==> src/hw/pcsr_pkg.sv <==
package pcsr_pkg;

	// ----------------------------------------
	// Widths and lanes
	// ----------------------------------------
	localparam int AD_W     = 32;
	localparam int BYTE_W   = 8;
	localparam int LANES    = AD_W / BYTE_W;
	localparam int LSB_LANE = 0;
	localparam int MSB_LANE = LANES - 1;

	// ----------------------------------------
	// Timing
	// ----------------------------------------
	localparam int CLK_HZ      = 20_000_000;
	localparam int SYNC_STAGES = 2;

	// ----------------------------------------
	// Values after reset
	// ----------------------------------------
	localparam logic [AD_W-1:0] AD_RST   = 32'h0000_0000;
	localparam logic            OE_RST   = 1'h0;
	localparam logic            PIN_IDLE = 1'h1;

	// ----------------------------------------
	// Bus sequencer states
	// ----------------------------------------
	typedef enum logic [1:0] {
		SEQ_IDLE,
		SEQ_DATA,
		SEQ_TURN
	} pcsr_seq_e;

endpackage

==> src/hw/pcsr_smp_if.sv <==
`timescale 1ns/1ps
`default_nettype none

interface pcsr_smp_if;
	logic        rst_n_sync;
	logic        frame_n;
	logic        irdy_n;
	logic        trdy_n;
	logic        use_bus_clk;
	logic [31:0] ad;

	modport src
	(
		output rst_n_sync,
		output frame_n,
		output irdy_n,
		output trdy_n,
		output use_bus_clk,
		output ad
	);

	modport dst
	(
		input rst_n_sync,
		input frame_n,
		input irdy_n,
		input trdy_n,
		input use_bus_clk,
		input ad
	);
endinterface

`default_nettype wire

==> src/hw/pcsr_sampler.sv <==
`timescale 1ns/1ps
`default_nettype none

module pcsr_sampler
(
	// Clock and reset
	input  wire logic        sys_clk,
	input  wire logic        reset_n,
	// Raw pins
	input  wire logic        frame_n_in,
	input  wire logic        irdy_n_in,
	input  wire logic        trdy_n_in,
	input  wire logic        use_bus_clk_in,
	input  wire logic [31:0] ad_in,
	// Sampled side
	pcsr_smp_if.src          smp
);

	localparam int PW = 4 + pcsr_pkg::AD_W;

	logic [PW-1:0] meta_r;
	logic [PW-1:0] meta_nxt;
	logic [PW-1:0] hold_r;
	logic [PW-1:0] hold_nxt;
	logic          rst_meta_r;
	logic          rst_hold_r;

	// ----------------------------------------
	// Reset: async assert, release on clock
	// ----------------------------------------
	always_ff @(posedge sys_clk or negedge reset_n)
	begin
		if (!reset_n)
		begin
			rst_meta_r <= 1'h0;
			rst_hold_r <= 1'h0;
		end
		else
		begin
			rst_meta_r <= 1'h1;
			rst_hold_r <= rst_meta_r;
		end
	end

	// ----------------------------------------
	// Pin sampling, rising edge only
	// ----------------------------------------
	always_comb
	begin
		meta_nxt = {frame_n_in, irdy_n_in, trdy_n_in, use_bus_clk_in, ad_in};
		hold_nxt = meta_r;
	end

	// Idle pins read as deasserted so no phase is seen during reset
	always_ff @(posedge sys_clk or negedge reset_n)
	begin
		if (!reset_n)
		begin
			meta_r <= {{3{pcsr_pkg::PIN_IDLE}}, 1'h0, pcsr_pkg::AD_RST};
			hold_r <= {{3{pcsr_pkg::PIN_IDLE}}, 1'h0, pcsr_pkg::AD_RST};
		end
		else
		begin
			meta_r <= meta_nxt;
			hold_r <= hold_nxt;
		end
	end

	assign smp.rst_n_sync  = rst_hold_r;
	assign smp.frame_n     = hold_r[PW-1];
	assign smp.irdy_n      = hold_r[PW-2];
	assign smp.trdy_n      = hold_r[PW-3];
	assign smp.use_bus_clk = hold_r[PW-4];
	assign smp.ad          = hold_r[pcsr_pkg::AD_W-1:0];

endmodule

`default_nettype wire

==> src/hw/pcsr_top.sv <==
`timescale 1ns/1ps
`default_nettype none

module pcsr_top
#(
	parameter int AD_W = pcsr_pkg::AD_W
)
(
	// Clock and reset
	input  wire logic            sys_clk,
	input  wire logic            reset_n,
	// Bus pins
	input  wire logic            frame_n_in,
	input  wire logic            irdy_n_in,
	input  wire logic            trdy_n_in,
	input  wire logic [AD_W-1:0] ad_in,
	output var  logic [AD_W-1:0] ad_out,
	output var  logic            ad_oe,
	// Core clock strap
	input  wire logic            use_bus_clk,
	output var  logic            core_on_bus_clk,
	output var  logic            fast_rate_ok,
	// Internal side
	input  wire logic            target_read,
	input  wire logic [AD_W-1:0] rd_data,
	output var  logic [AD_W-1:0] addr,
	output var  logic            addr_valid,
	output var  logic [AD_W-1:0] wr_data,
	output var  logic            wr_valid,
	output var  logic            rd_taken,
	output var  logic [7:0]      wr_lsb,
	output var  logic [7:0]      wr_msb,
	output var  logic            busy
);

	// Lane map and sampler are fixed at 32 bits
	if (AD_W != pcsr_pkg::AD_W)
	begin
		$error("pcsr_top: only a 32-bit address/data path is supported");
	end

	// ----------------------------------------
	// Lane pick, used for both end bytes
	// ----------------------------------------
	function automatic logic [7:0] lane(input logic [AD_W-1:0] w, input int idx);
		lane = w[idx*pcsr_pkg::BYTE_W +: pcsr_pkg::BYTE_W];
	endfunction

	pcsr_smp_if smp ();

	pcsr_sampler u_smp
	(
		.sys_clk        (sys_clk),
		.reset_n        (reset_n),
		.frame_n_in     (frame_n_in),
		.irdy_n_in      (irdy_n_in),
		.trdy_n_in      (trdy_n_in),
		.use_bus_clk_in (use_bus_clk),
		.ad_in          (ad_in),
		.smp            (smp)
	);

	wire logic rst_n = smp.rst_n_sync;

	// ----------------------------------------
	// Bus sequencer
	// ----------------------------------------
	pcsr_pkg::pcsr_seq_e seq_r;
	pcsr_pkg::pcsr_seq_e seq_nxt;
	logic            rd_r;
	logic            rd_nxt;
	logic            oe_r;
	logic            oe_nxt;
	logic [AD_W-1:0] dout_r;
	logic [AD_W-1:0] dout_nxt;
	logic [AD_W-1:0] addr_r;
	logic [AD_W-1:0] addr_nxt;
	logic [AD_W-1:0] wdat_r;
	logic [AD_W-1:0] wdat_nxt;
	logic            av_r;
	logic            av_nxt;
	logic            wv_r;
	logic            wv_nxt;
	logic            rt_r;
	logic            rt_nxt;
	logic            busy_r;
	logic            busy_nxt;
	logic            done;
	logic            frame_act;

	always_comb
	begin
		frame_act = !smp.frame_n;
		done      = !smp.irdy_n && !smp.trdy_n;
		seq_nxt   = seq_r;
		rd_nxt    = rd_r;
		oe_nxt    = oe_r;
		dout_nxt  = dout_r;
		addr_nxt  = addr_r;
		wdat_nxt  = wdat_r;
		av_nxt    = 1'h0;
		wv_nxt    = 1'h0;
		rt_nxt    = 1'h0;
		unique case (seq_r)
			pcsr_pkg::SEQ_IDLE:
			begin
				oe_nxt = 1'h0;
				if (frame_act)
				begin
					addr_nxt = smp.ad;
					av_nxt   = 1'h1;
					rd_nxt   = target_read;
					seq_nxt  = pcsr_pkg::SEQ_DATA;
				end
			end
			pcsr_pkg::SEQ_DATA:
			begin
				// Drive only once the address owner has let go
				oe_nxt   = rd_r;
				dout_nxt = rd_data;
				if (done)
				begin
					if (rd_r)
						rt_nxt = 1'h1;
					else
					begin
						wdat_nxt = smp.ad;
						wv_nxt   = 1'h1;
					end
					if (!frame_act)
					begin
						oe_nxt  = 1'h0;
						seq_nxt = pcsr_pkg::SEQ_TURN;
					end
				end
			end
			pcsr_pkg::SEQ_TURN:
			begin
				// One idle clock so two drivers never overlap
				oe_nxt  = 1'h0;
				seq_nxt = pcsr_pkg::SEQ_IDLE;
			end
		endcase
		// Registered so the output pin comes from a flop
		busy_nxt = seq_nxt != pcsr_pkg::SEQ_IDLE;
	end

	always_ff @(posedge sys_clk or negedge rst_n)
	begin
		if (!rst_n)
		begin
			seq_r  <= pcsr_pkg::SEQ_IDLE;
			rd_r   <= 1'h0;
			oe_r   <= pcsr_pkg::OE_RST;
			dout_r <= pcsr_pkg::AD_RST;
			addr_r <= pcsr_pkg::AD_RST;
			wdat_r <= pcsr_pkg::AD_RST;
			av_r   <= 1'h0;
			wv_r   <= 1'h0;
			rt_r   <= 1'h0;
			busy_r <= 1'h0;
		end
		else
		begin
			seq_r  <= seq_nxt;
			rd_r   <= rd_nxt;
			oe_r   <= oe_nxt;
			dout_r <= dout_nxt;
			addr_r <= addr_nxt;
			wdat_r <= wdat_nxt;
			av_r   <= av_nxt;
			wv_r   <= wv_nxt;
			rt_r   <= rt_nxt;
			busy_r <= busy_nxt;
		end
	end

	// ----------------------------------------
	// Byte lanes and core clock source
	// ----------------------------------------
	logic [7:0] lsb_r;
	logic [7:0] lsb_nxt;
	logic [7:0] msb_r;
	logic [7:0] msb_nxt;
	logic       cob_r;
	logic       cob_nxt;
	logic       fr_r;
	logic       fr_nxt;

	always_comb
	begin
		lsb_nxt = lsb_r;
		msb_nxt = msb_r;
		if (seq_r == pcsr_pkg::SEQ_DATA && done && !rd_r)
		begin
			lsb_nxt = lane(smp.ad, pcsr_pkg::LSB_LANE);
			msb_nxt = lane(smp.ad, pcsr_pkg::MSB_LANE);
		end
		// Strap sampled only while idle: no switch mid transfer
		cob_nxt = (seq_r == pcsr_pkg::SEQ_IDLE) ? smp.use_bus_clk : cob_r;
		fr_nxt  = !cob_nxt;
	end

	always_ff @(posedge sys_clk or negedge rst_n)
	begin
		if (!rst_n)
		begin
			lsb_r <= 8'h00;
			msb_r <= 8'h00;
			cob_r <= 1'h0;
			fr_r  <= 1'h1;
		end
		else
		begin
			lsb_r <= lsb_nxt;
			msb_r <= msb_nxt;
			cob_r <= cob_nxt;
			fr_r  <= fr_nxt;
		end
	end

	assign ad_out          = dout_r;
	assign ad_oe           = oe_r;
	assign addr            = addr_r;
	assign addr_valid      = av_r;
	assign wr_data         = wdat_r;
	assign wr_valid        = wv_r;
	assign rd_taken        = rt_r;
	assign wr_lsb          = lsb_r;
	assign wr_msb          = msb_r;
	assign core_on_bus_clk = cob_r;
	assign fast_rate_ok    = fr_r;
	assign busy            = busy_r;

endmodule

`default_nettype wire

==> config.mk <==
export PLATFORM = sky130hd
export DESIGN_NAME = pcsr_top
export DESIGN_NICKNAME = d
export VERILOG_FILES = /design/src/hw/pcsr_pkg.sv /design/src/hw/pcsr_smp_if.sv /design/src/hw/pcsr_sampler.sv /design/src/hw/pcsr_top.sv
export SDC_FILE = /design/constraint.sdc
export NUM_CORES = 1
export LEC_CHECK = 0
export BUFFER_PORTS_ARGS = -buffer_cell sky130_fd_sc_hd__buf_2
export CAP_MARGIN = 20
export CORE_UTILIZATION = 30
export DETAILED_ROUTE_END_ITERATION = 10
export GPL_TIMING_DRIVEN = 0
export HOLD_SLACK_MARGIN = 0.03
export PLACE_DENSITY_LB_ADDON = 0.08
export SLEW_MARGIN = 20
export SYNTH_ARGS = -nofsm -noshare
export SYNTH_HDL_FRONTEND = slang
export SYNTH_HIERARCHICAL = 1
export SYNTH_SLANG_ARGS = --single-unit
==> constraint.sdc <==
create_clock -name sys_clk -period 6.3 [get_ports sys_clk]
set_input_delay 0.945 -clock sys_clk [delete_from_list [all_inputs] [get_ports sys_clk]]
set_output_delay 0.945 -clock sys_clk [all_outputs]
set_load 0.1 [all_outputs]
Word level (Yosys, flattened, before mapping)
Cells that the tools add are included.
- flip-flop bits (word level): 196
- latch bits: 0
- RAM bits: 0
- memory bits (read-only): 0
- bits of input ports: 71
- logic and storage cells: 50
- memories: 0
- add/subtract/negate cells: 0
- multiply operators: 0
- divide/modulo/power cells: 0
- order comparisons: 0
- eq/ne operators: 2
- shifts and indexed selects: 0
- multiplexer cells: 16
- bitwise operators: 2
- reductions and logical operators: 12
- operators by type and width (cell ; number):
    $mux 1 ; 11
    $mux 2 ; 3
    $pmux 2 s3 ; 1
    $logic_not 1->1 ; 4
    $logic_and 1x1->1 ; 3
    $reduce_and 3->1 ; 1
    $eq 2x1->1 const B ; 1
    $eq 2x2->1 const B ; 1
    $logic_not 2->1 ; 1
    $not 1->1 ; 2
    $pmux 1 s2 ; 1
    $reduce_and 2->1 ; 1
    $reduce_bool 2->1 ; 1
    $reduce_or 2->1 ; 1

Longest topological paths before layout
Gate-level depths: netlist of run 1.
- depth in word-level cells: 5
- gate-level depth with buffers: 8
- mapped depth without buffers: 6

Cells and area by module
The synthesis of run 1 kept the hierarchy.
- by module, submodules not included (module ; instances ; cells an instance ; area an instance (µm²) ; sequential area each (µm²)):
    pcsr_top ; 1 ; 356 ; 4548.1 ; 3054.2
    pcsr_sampler ; 1 ; 75 ; 1863.0 ; 1859.3

Worst setup path before layout of run 1
OpenSTA, ideal clock, no wires.
- path kind: reg2out
- start: reg wdat_r[0] (netlist: wr_data[0])
- end: out wr_data[0]
- arrival: 897 ps
- data required time: 5355 ps
- path slack: 4458 ps
- stages on the path, launching flop included: 1
- buffers on the path: 0
- cells stage by stage: dfrtp_1
- RTL lines (element ; line ; RTL):
    start, declared ; pcsr_top.sv:78 ; logic [AD_W-1:0] wdat_r;
    start signal, assigned ; pcsr_top.sv:157 ; wdat_r <= pcsr_pkg::AD_RST;
    start signal, assigned ; pcsr_top.sv:170 ; wdat_r <= wdat_nxt;
    end, declared ; pcsr_top.sv:28 ; output var logic [AD_W-1:0] wr_data,
No word-level cell between the ends.

Final worst setup path of run 1
- start: reg fr_r (netlist: fast_rate_ok)
- end: out fast_rate_ok
- RTL lines (element ; line ; RTL):
    start, declared ; pcsr_top.sv:187 ; logic fr_r;
    start signal, assigned ; pcsr_top.sv:218 ; fr_r <= fr_nxt;
    end, declared ; pcsr_top.sv:22 ; output var logic fast_rate_ok,
No word-level cell between the ends.

==> results.json, run 1 <==
{
  "status": "finished, final reports clean",
  "overflow": 0,
  "post_drt_wl_per_cell_microns": 15.3,
  "syn-instance-count": 431,
  "layout_commonest_cell": "buf_2",
  "synth.distinct_cells": 24,
  "fin_util_pct": 39.9,
  "path_class": "reg2out",
  "clock.fmax_mhz": 434,
  "crit_path_start": "fast_rate_ok$_DFF_PN1_",
  "setup_viol_count_final": 0,
  "final_cell_mix": "buf_2 (198), dfrtp_1 (188), nand2_1 (129)",
  "nets": 716,
  "vias_per_cell": 4.21,
  "hpwl_microns": 9750,
  "ys_seq_area_share_pct": 76.6,
  "drv_cap": 0,
  "synth_top_area_share_pct": 73.8,
  "clk_latency_ns": 0.43,
  "place_inst": 898,
  "hold_class": "reg2async",
  "die_area_sq_um": 22000,
  "place_congestion": 0.717,
  "clock_skew_ns": 0.00770,
  "ff2ff_setup_slack_ns": 4.37,
  "cp-endpoint": "fast_rate_ok",
  "rsz0062_at_grt": "no",
  "slew_viol_final": 0,
  "clockBufferDepth": 2,
  "antenna_found_initial": 0,
  "drc": 0,
  "initial_core_util_pct": 30.6,
  "cts.repair.resized": 0,
  "synth_area_leaders": "dfrtp_1 (74%), mux2_2 (11%), nand2_1 (7.6%), dfstp_2 (2.9%), buf_6 (1.1%)",
  "yosys_warnings": 6,
  "grt_usage_pct": 13.7,
  "die_x_microns": 148,
  "syn_nets": 505,
  "cts_buffers": 17,
  "reg2reg_to": "addr[7]$_DFFE_PN0P_",
  "cts_hold_buf": 0,
  "num-fill-cells": 2033,
  "root_buffer": "clkbuf_16",
  "final.period_utilization_pct": 36.6,
  "rows": 53,
  "finalHoldViolCount": 0,
  "htree_levels": 4,
  "grt_pass1_vias": 4189,
  "cts.sinks": 196,
  "critical-path-top-delay-family": "flip-flops",
  "first_pass_iters": 4,
  "boundaryPins": 190,
  "cts_tree": "done",
  "worst_setup_path_start_kind": "flop",
  "synth_area_sq_um": 6410,
  "post-cts-setup-buffer-count": 0,
  "synth_area_per_cell_sq_um": 14.9,
  "arrival_ns": 1.36,
  "first_iter_violations": 117,
  "r2r_cells": 6,
  "grt_pass1_wl_microns": 22600,
  "path_cells": "buf_2",
  "required_ns": 5.35,
  "fin_cells": 930,
  "cpMaxStageDelayCell": "dfstp_2",
  "yosys.area.top_type": "dfrtp_1",
  "r2r-start": "seq_r[1]$_DFF_PN0_",
  "vias": 3913,
  "tns_ns": 0,
  "cp-end-kind": "primary output",
  "cp_max_fo": 1,
  "diodes": 0,
  "grt_max_degree": 54,
  "slew_headroom_pct": 65.4,
  "die_h_microns": 148,
  "cp.depth": 1,
  "path_clk_slew_ns": 0.07,
  "coreArea_sq_um": 21000,
  "drive_above_1_share_pct": 47.6,
  "slowest_delay_ns": 0.52,
  "synthToLayoutAreaGrowth_pct": 30.5,
  "synth_seq_cells": 196,
  "min_period_ns": 2.30,
  "portBuffers": 189,
  "tightestPinTransition_ns": 0.522,
  "postRouteWirelength_microns": 14200,
  "drtAntennaViolNets": 0,
  "path_buf_inv": 1,
  "holdWs_ns": 0.265
}
cell usage after synthesis (all sizes together):
library cell and count:
nand2 129, conb 1, o22ai 1, nand2b 1
o21ai 1, mux2i 2, ha 3, nand3b 1
dfrtp 189, buf 17, a21oi 1, nor3 1
dfstp 7, inv 5, nor2 2, or4b 1
mux2 65, nor2b 1, nand3 1, nor3b 1
nor4b 1
state kept, by name (all words and copies together), names as in the netlist, 2 cells and up:
| signal | flops |
|---|---|
| wr_lsb | 8 |
| u_smp/hold_r | 36 |
| addr | 32 |
| wr_data | 32 |
| wr_msb | 8 |
| seq_r | 2 |
| u_smp/hold_nxt | 36 |
| ad_out | 32 |
kinds of logic after synthesis:
group / synth area share [%]
AO/OA/AOI/OAI: 0.254
adder cells (fa/ha/maj): 0.586
buffers and inverters: 2.19
flip-flops: 76.6
multiplexers: 11.7
other: 0.0585
AND/OR/NAND/NOR: 8.55
routing by layer:
layer	track usage, %	vias up	share of wire (%)
met5	0	-	0
met3	5.46	11	8.1
li1	-	1806	-
met2	22.1	129	47
met1	16.8	1967	43
met4	4.64	0	1.1
stage by stage:
stage	setup slack, ns	instance area, sq um
5_1_grt	3.96	8370
4_1_cts	3.97	8370
3_5_place_dp	4.32	7790
3_3_place_gp	0.847	7700
2_1_floorplan	2.59	6410
6_report	4.00	8370
worst min path at each step:
stage / start / to / slack, ns / cells past startpoint
2_1_floorplan: u_smp/hold_nxt[0]$_DFF_PN0_ / u_smp/hold_r[0]$_DFF_PN0_ / 0.33 / 0
3_3_place_gp: u_smp/rst_meta_r$_DFF_PN0_ / u_smp/smp.rst_n_sync$_DFF_PN0_ / 0.33 / 0
3_5_place_dp: u_smp/smp.rst_n_sync$_DFF_PN0_ / rd_taken$_DFF_PN0_ / 0.27 / 0
4_1_cts: u_smp/smp.rst_n_sync$_DFF_PN0_ / rd_r$_DFFE_PN0P_ / 0.28 / 0
5_1_grt: u_smp/smp.rst_n_sync$_DFF_PN0_ / rd_taken$_DFF_PN0_ / 0.30 / 0
6_report: u_smp/smp.rst_n_sync$_DFF_PN0_ / seq_r[0]$_DFF_PN0_ / 0.27 / 0
final cells by class:
cell class	count	area (sq um)	area share, %
multi-input combinational	213	1360	16.2
tap	275	344	4.11
timing repair buffer	192	1030	12.3
inverter	5	18.8	0.224
buffer	17	121	1.45
clock buffer	21	460	5.50
clock inverter	11	119	1.42
sequential	196	4920	58.8
Power of run 1 is left out: the tool's default activity adds up to more than one toggle a clock period on the data nets, which glitch-free logic cannot reach.
==> run 2, diff against run 1 <==
- clock period: 6.3 -> 2 ns (I/O delays scaled with it)
==> run 2 against run 1 <==
Net effect:
- first-iteration DRC count rose by 35%
- non-clock buffer count rose by 37
- final area rose by 5.1%
- die area did not move
- utilization rose by 2.0 points
- largest cell class unchanged
- register-to-register slack got worse by 4.2 ns
==> results.json, run 2 (same netlist as run 1, synthesis figures left out) <==
{
  "path_cells": "inv_1 -> ha_1 -> or4b_1 -> buf_2 -> buf_6 -> buf_6 -> nand2_1 -> nand2_1",
  "crit_path_start": "seq_r[1]$_DFF_PN0_",
  "layout_commonest_cell": "buf_2",
  "die_x_microns": 148,
  "boundaryPins": 190,
  "path_class": "reg2reg",
  "setup_viol_count_final": 0,
  "clock.fmax_mhz": 538,
  "min_period_ns": 1.86,
  "finalHoldViolCount": 0,
  "cpMaxStageDelayCell": "or4b_1",
  "cp_max_fo": 10,
  "tightestPinTransition_ns": 0.526,
  "antenna_found_initial": 0,
  "coreArea_sq_um": 21000,
  "place_congestion": 0.711,
  "nets": 753,
  "rows": 53,
  "slew_headroom_pct": 65.2,
  "critical-path-top-delay-family": "buffers and inverters",
  "diodes": 0,
  "post_drt_wl_per_cell_microns": 14.5,
  "cts_buffers": 17,
  "clock_skew_ns": 0.00858,
  "cp-end-kind": "flop",
  "first_iter_violations": 158,
  "postRouteWirelength_microns": 14000,
  "arrival_ns": 2.17,
  "grt_pass1_vias": 4230,
  "drv_cap": 0,
  "grt_pass1_wl_microns": 22700,
  "cts_tree": "done",
  "tns_ns": 0,
  "post-cts-setup-buffer-count": 0,
  "die_h_microns": 148,
  "worst_setup_path_start_kind": "flop",
  "root_buffer": "clkbuf_16",
  "required_ns": 2.31,
  "hold_class": "in2reg",
  "path_buf_inv": 4,
  "drtAntennaViolNets": 0,
  "first_pass_iters": 3,
  "synthToLayoutAreaGrowth_pct": 37.1,
  "portBuffers": 189,
  "slew_viol_final": 0,
  "vias_per_cell": 4.16,
  "cts.sinks": 196,
  "vias": 4026,
  "path_clk_slew_ns": 0.07,
  "die_area_sq_um": 22000,
  "clk_latency_ns": 0.43,
  "min-delay-start": "target_read",
  "rsz0062_at_grt": "no",
  "r2r-start": "seq_r[1]$_DFF_PN0_",
  "final.period_utilization_pct": 92.9,
  "clockBufferDepth": 2,
  "drc": 0,
  "initial_core_util_pct": 30.6,
  "hpwl_microns": 9650,
  "overflow": 0,
  "grt_usage_pct": 13.7,
  "final_cell_mix": "buf_2 (195), dfrtp_1 (188), nand2_1 (129)",
  "htree_levels": 4,
  "grt_max_degree": 57,
  "drive_above_1_share_pct": 45.5,
  "slowest_delay_ns": 0.45,
  "status": "finished, final reports clean",
  "num-fill-cells": 1998
}
-- run 2: cell count changes in the layout (fill, tap and decap cells not counted), moves of 2 or more --
cell,delta
buf_2,-3
clkbuf_8,-2
dlygate4sd3_1,+37
clkinv_8,+2
inv_8,+2
clkbuf_1,-2
buf_4,+3
-- run 2: path summary, 6_finish.rpt --
kind	endpoint	slack (ns)	cells past startpoint
max	wr_data[25]$_DFFE_PN0P_	0.14	8
min	rd_r$_DFFE_PN0P_	0.10	2
max reg2reg	wr_data[25]$_DFFE_PN0P_	0.14	8
min reg2reg	addr[4]$_DFFE_PN0P_	0.21	0
max in group asynchronous	u_smp/hold_nxt[34]$_DFF_PN1_	1.05	3
min in group asynchronous	addr[4]$_DFFE_PN0P_	0.21	0
-- run 2: what timing repair did --
action                                  in CTS  in global routing
endpoints found under the setup margin       0                 44
hold buffers                                37                  0
resized for setup                            0                  8
hold endpoints to repair                    57                  0
-- run 2: stage by stage --
| stage | util (%) | area, sq um | hold slack [ns] | setup slack, ns | instances |
|---|---|---|---|---|---|
| 2_1_floorplan | - | 6410 | 0.00441 | 0.362 | 431 |
| 3_3_place_gp | 36.8 | 7700 | 0.331 | -0.232 | 895 |
| 3_5_place_dp | 37.2 | 7790 | 0.220 | 0.0377 | 898 |
| 4_1_cts | 41.9 | 8780 | 0.0816 | 0.0202 | 967 |
| 5_1_grt | 42.0 | 8790 | 0.0798 | 0.0175 | 967 |
| 6_report | 42.0 | 8790 | 0.105 | 0.142 | 967 |
-- run 2: layout make-up --
type | instances | area, sq um | area share (%)
flip-flops and latches | 196 | 4920 | 55.9
repair buffers | 229 | 1400 | 15.9
multi-input cells | 213 | 1360 | 15.4
clock buffers | 17 | 425 | 4.84
well taps | 275 | 344 | 3.91
clock inverters | 15 | 195 | 2.22
plain buffers | 17 | 130 | 1.48
inverters | 5 | 21.3 | 0.242
-- run 2: metal layers --
metal  share of wire [%]  track usage, %
met2                  48            22.3
met3                 7.8            4.97
met4                 1.0            4.02
met5                   0               0
met1                  43            16.9
Power of run 2 is left out for the same reason.
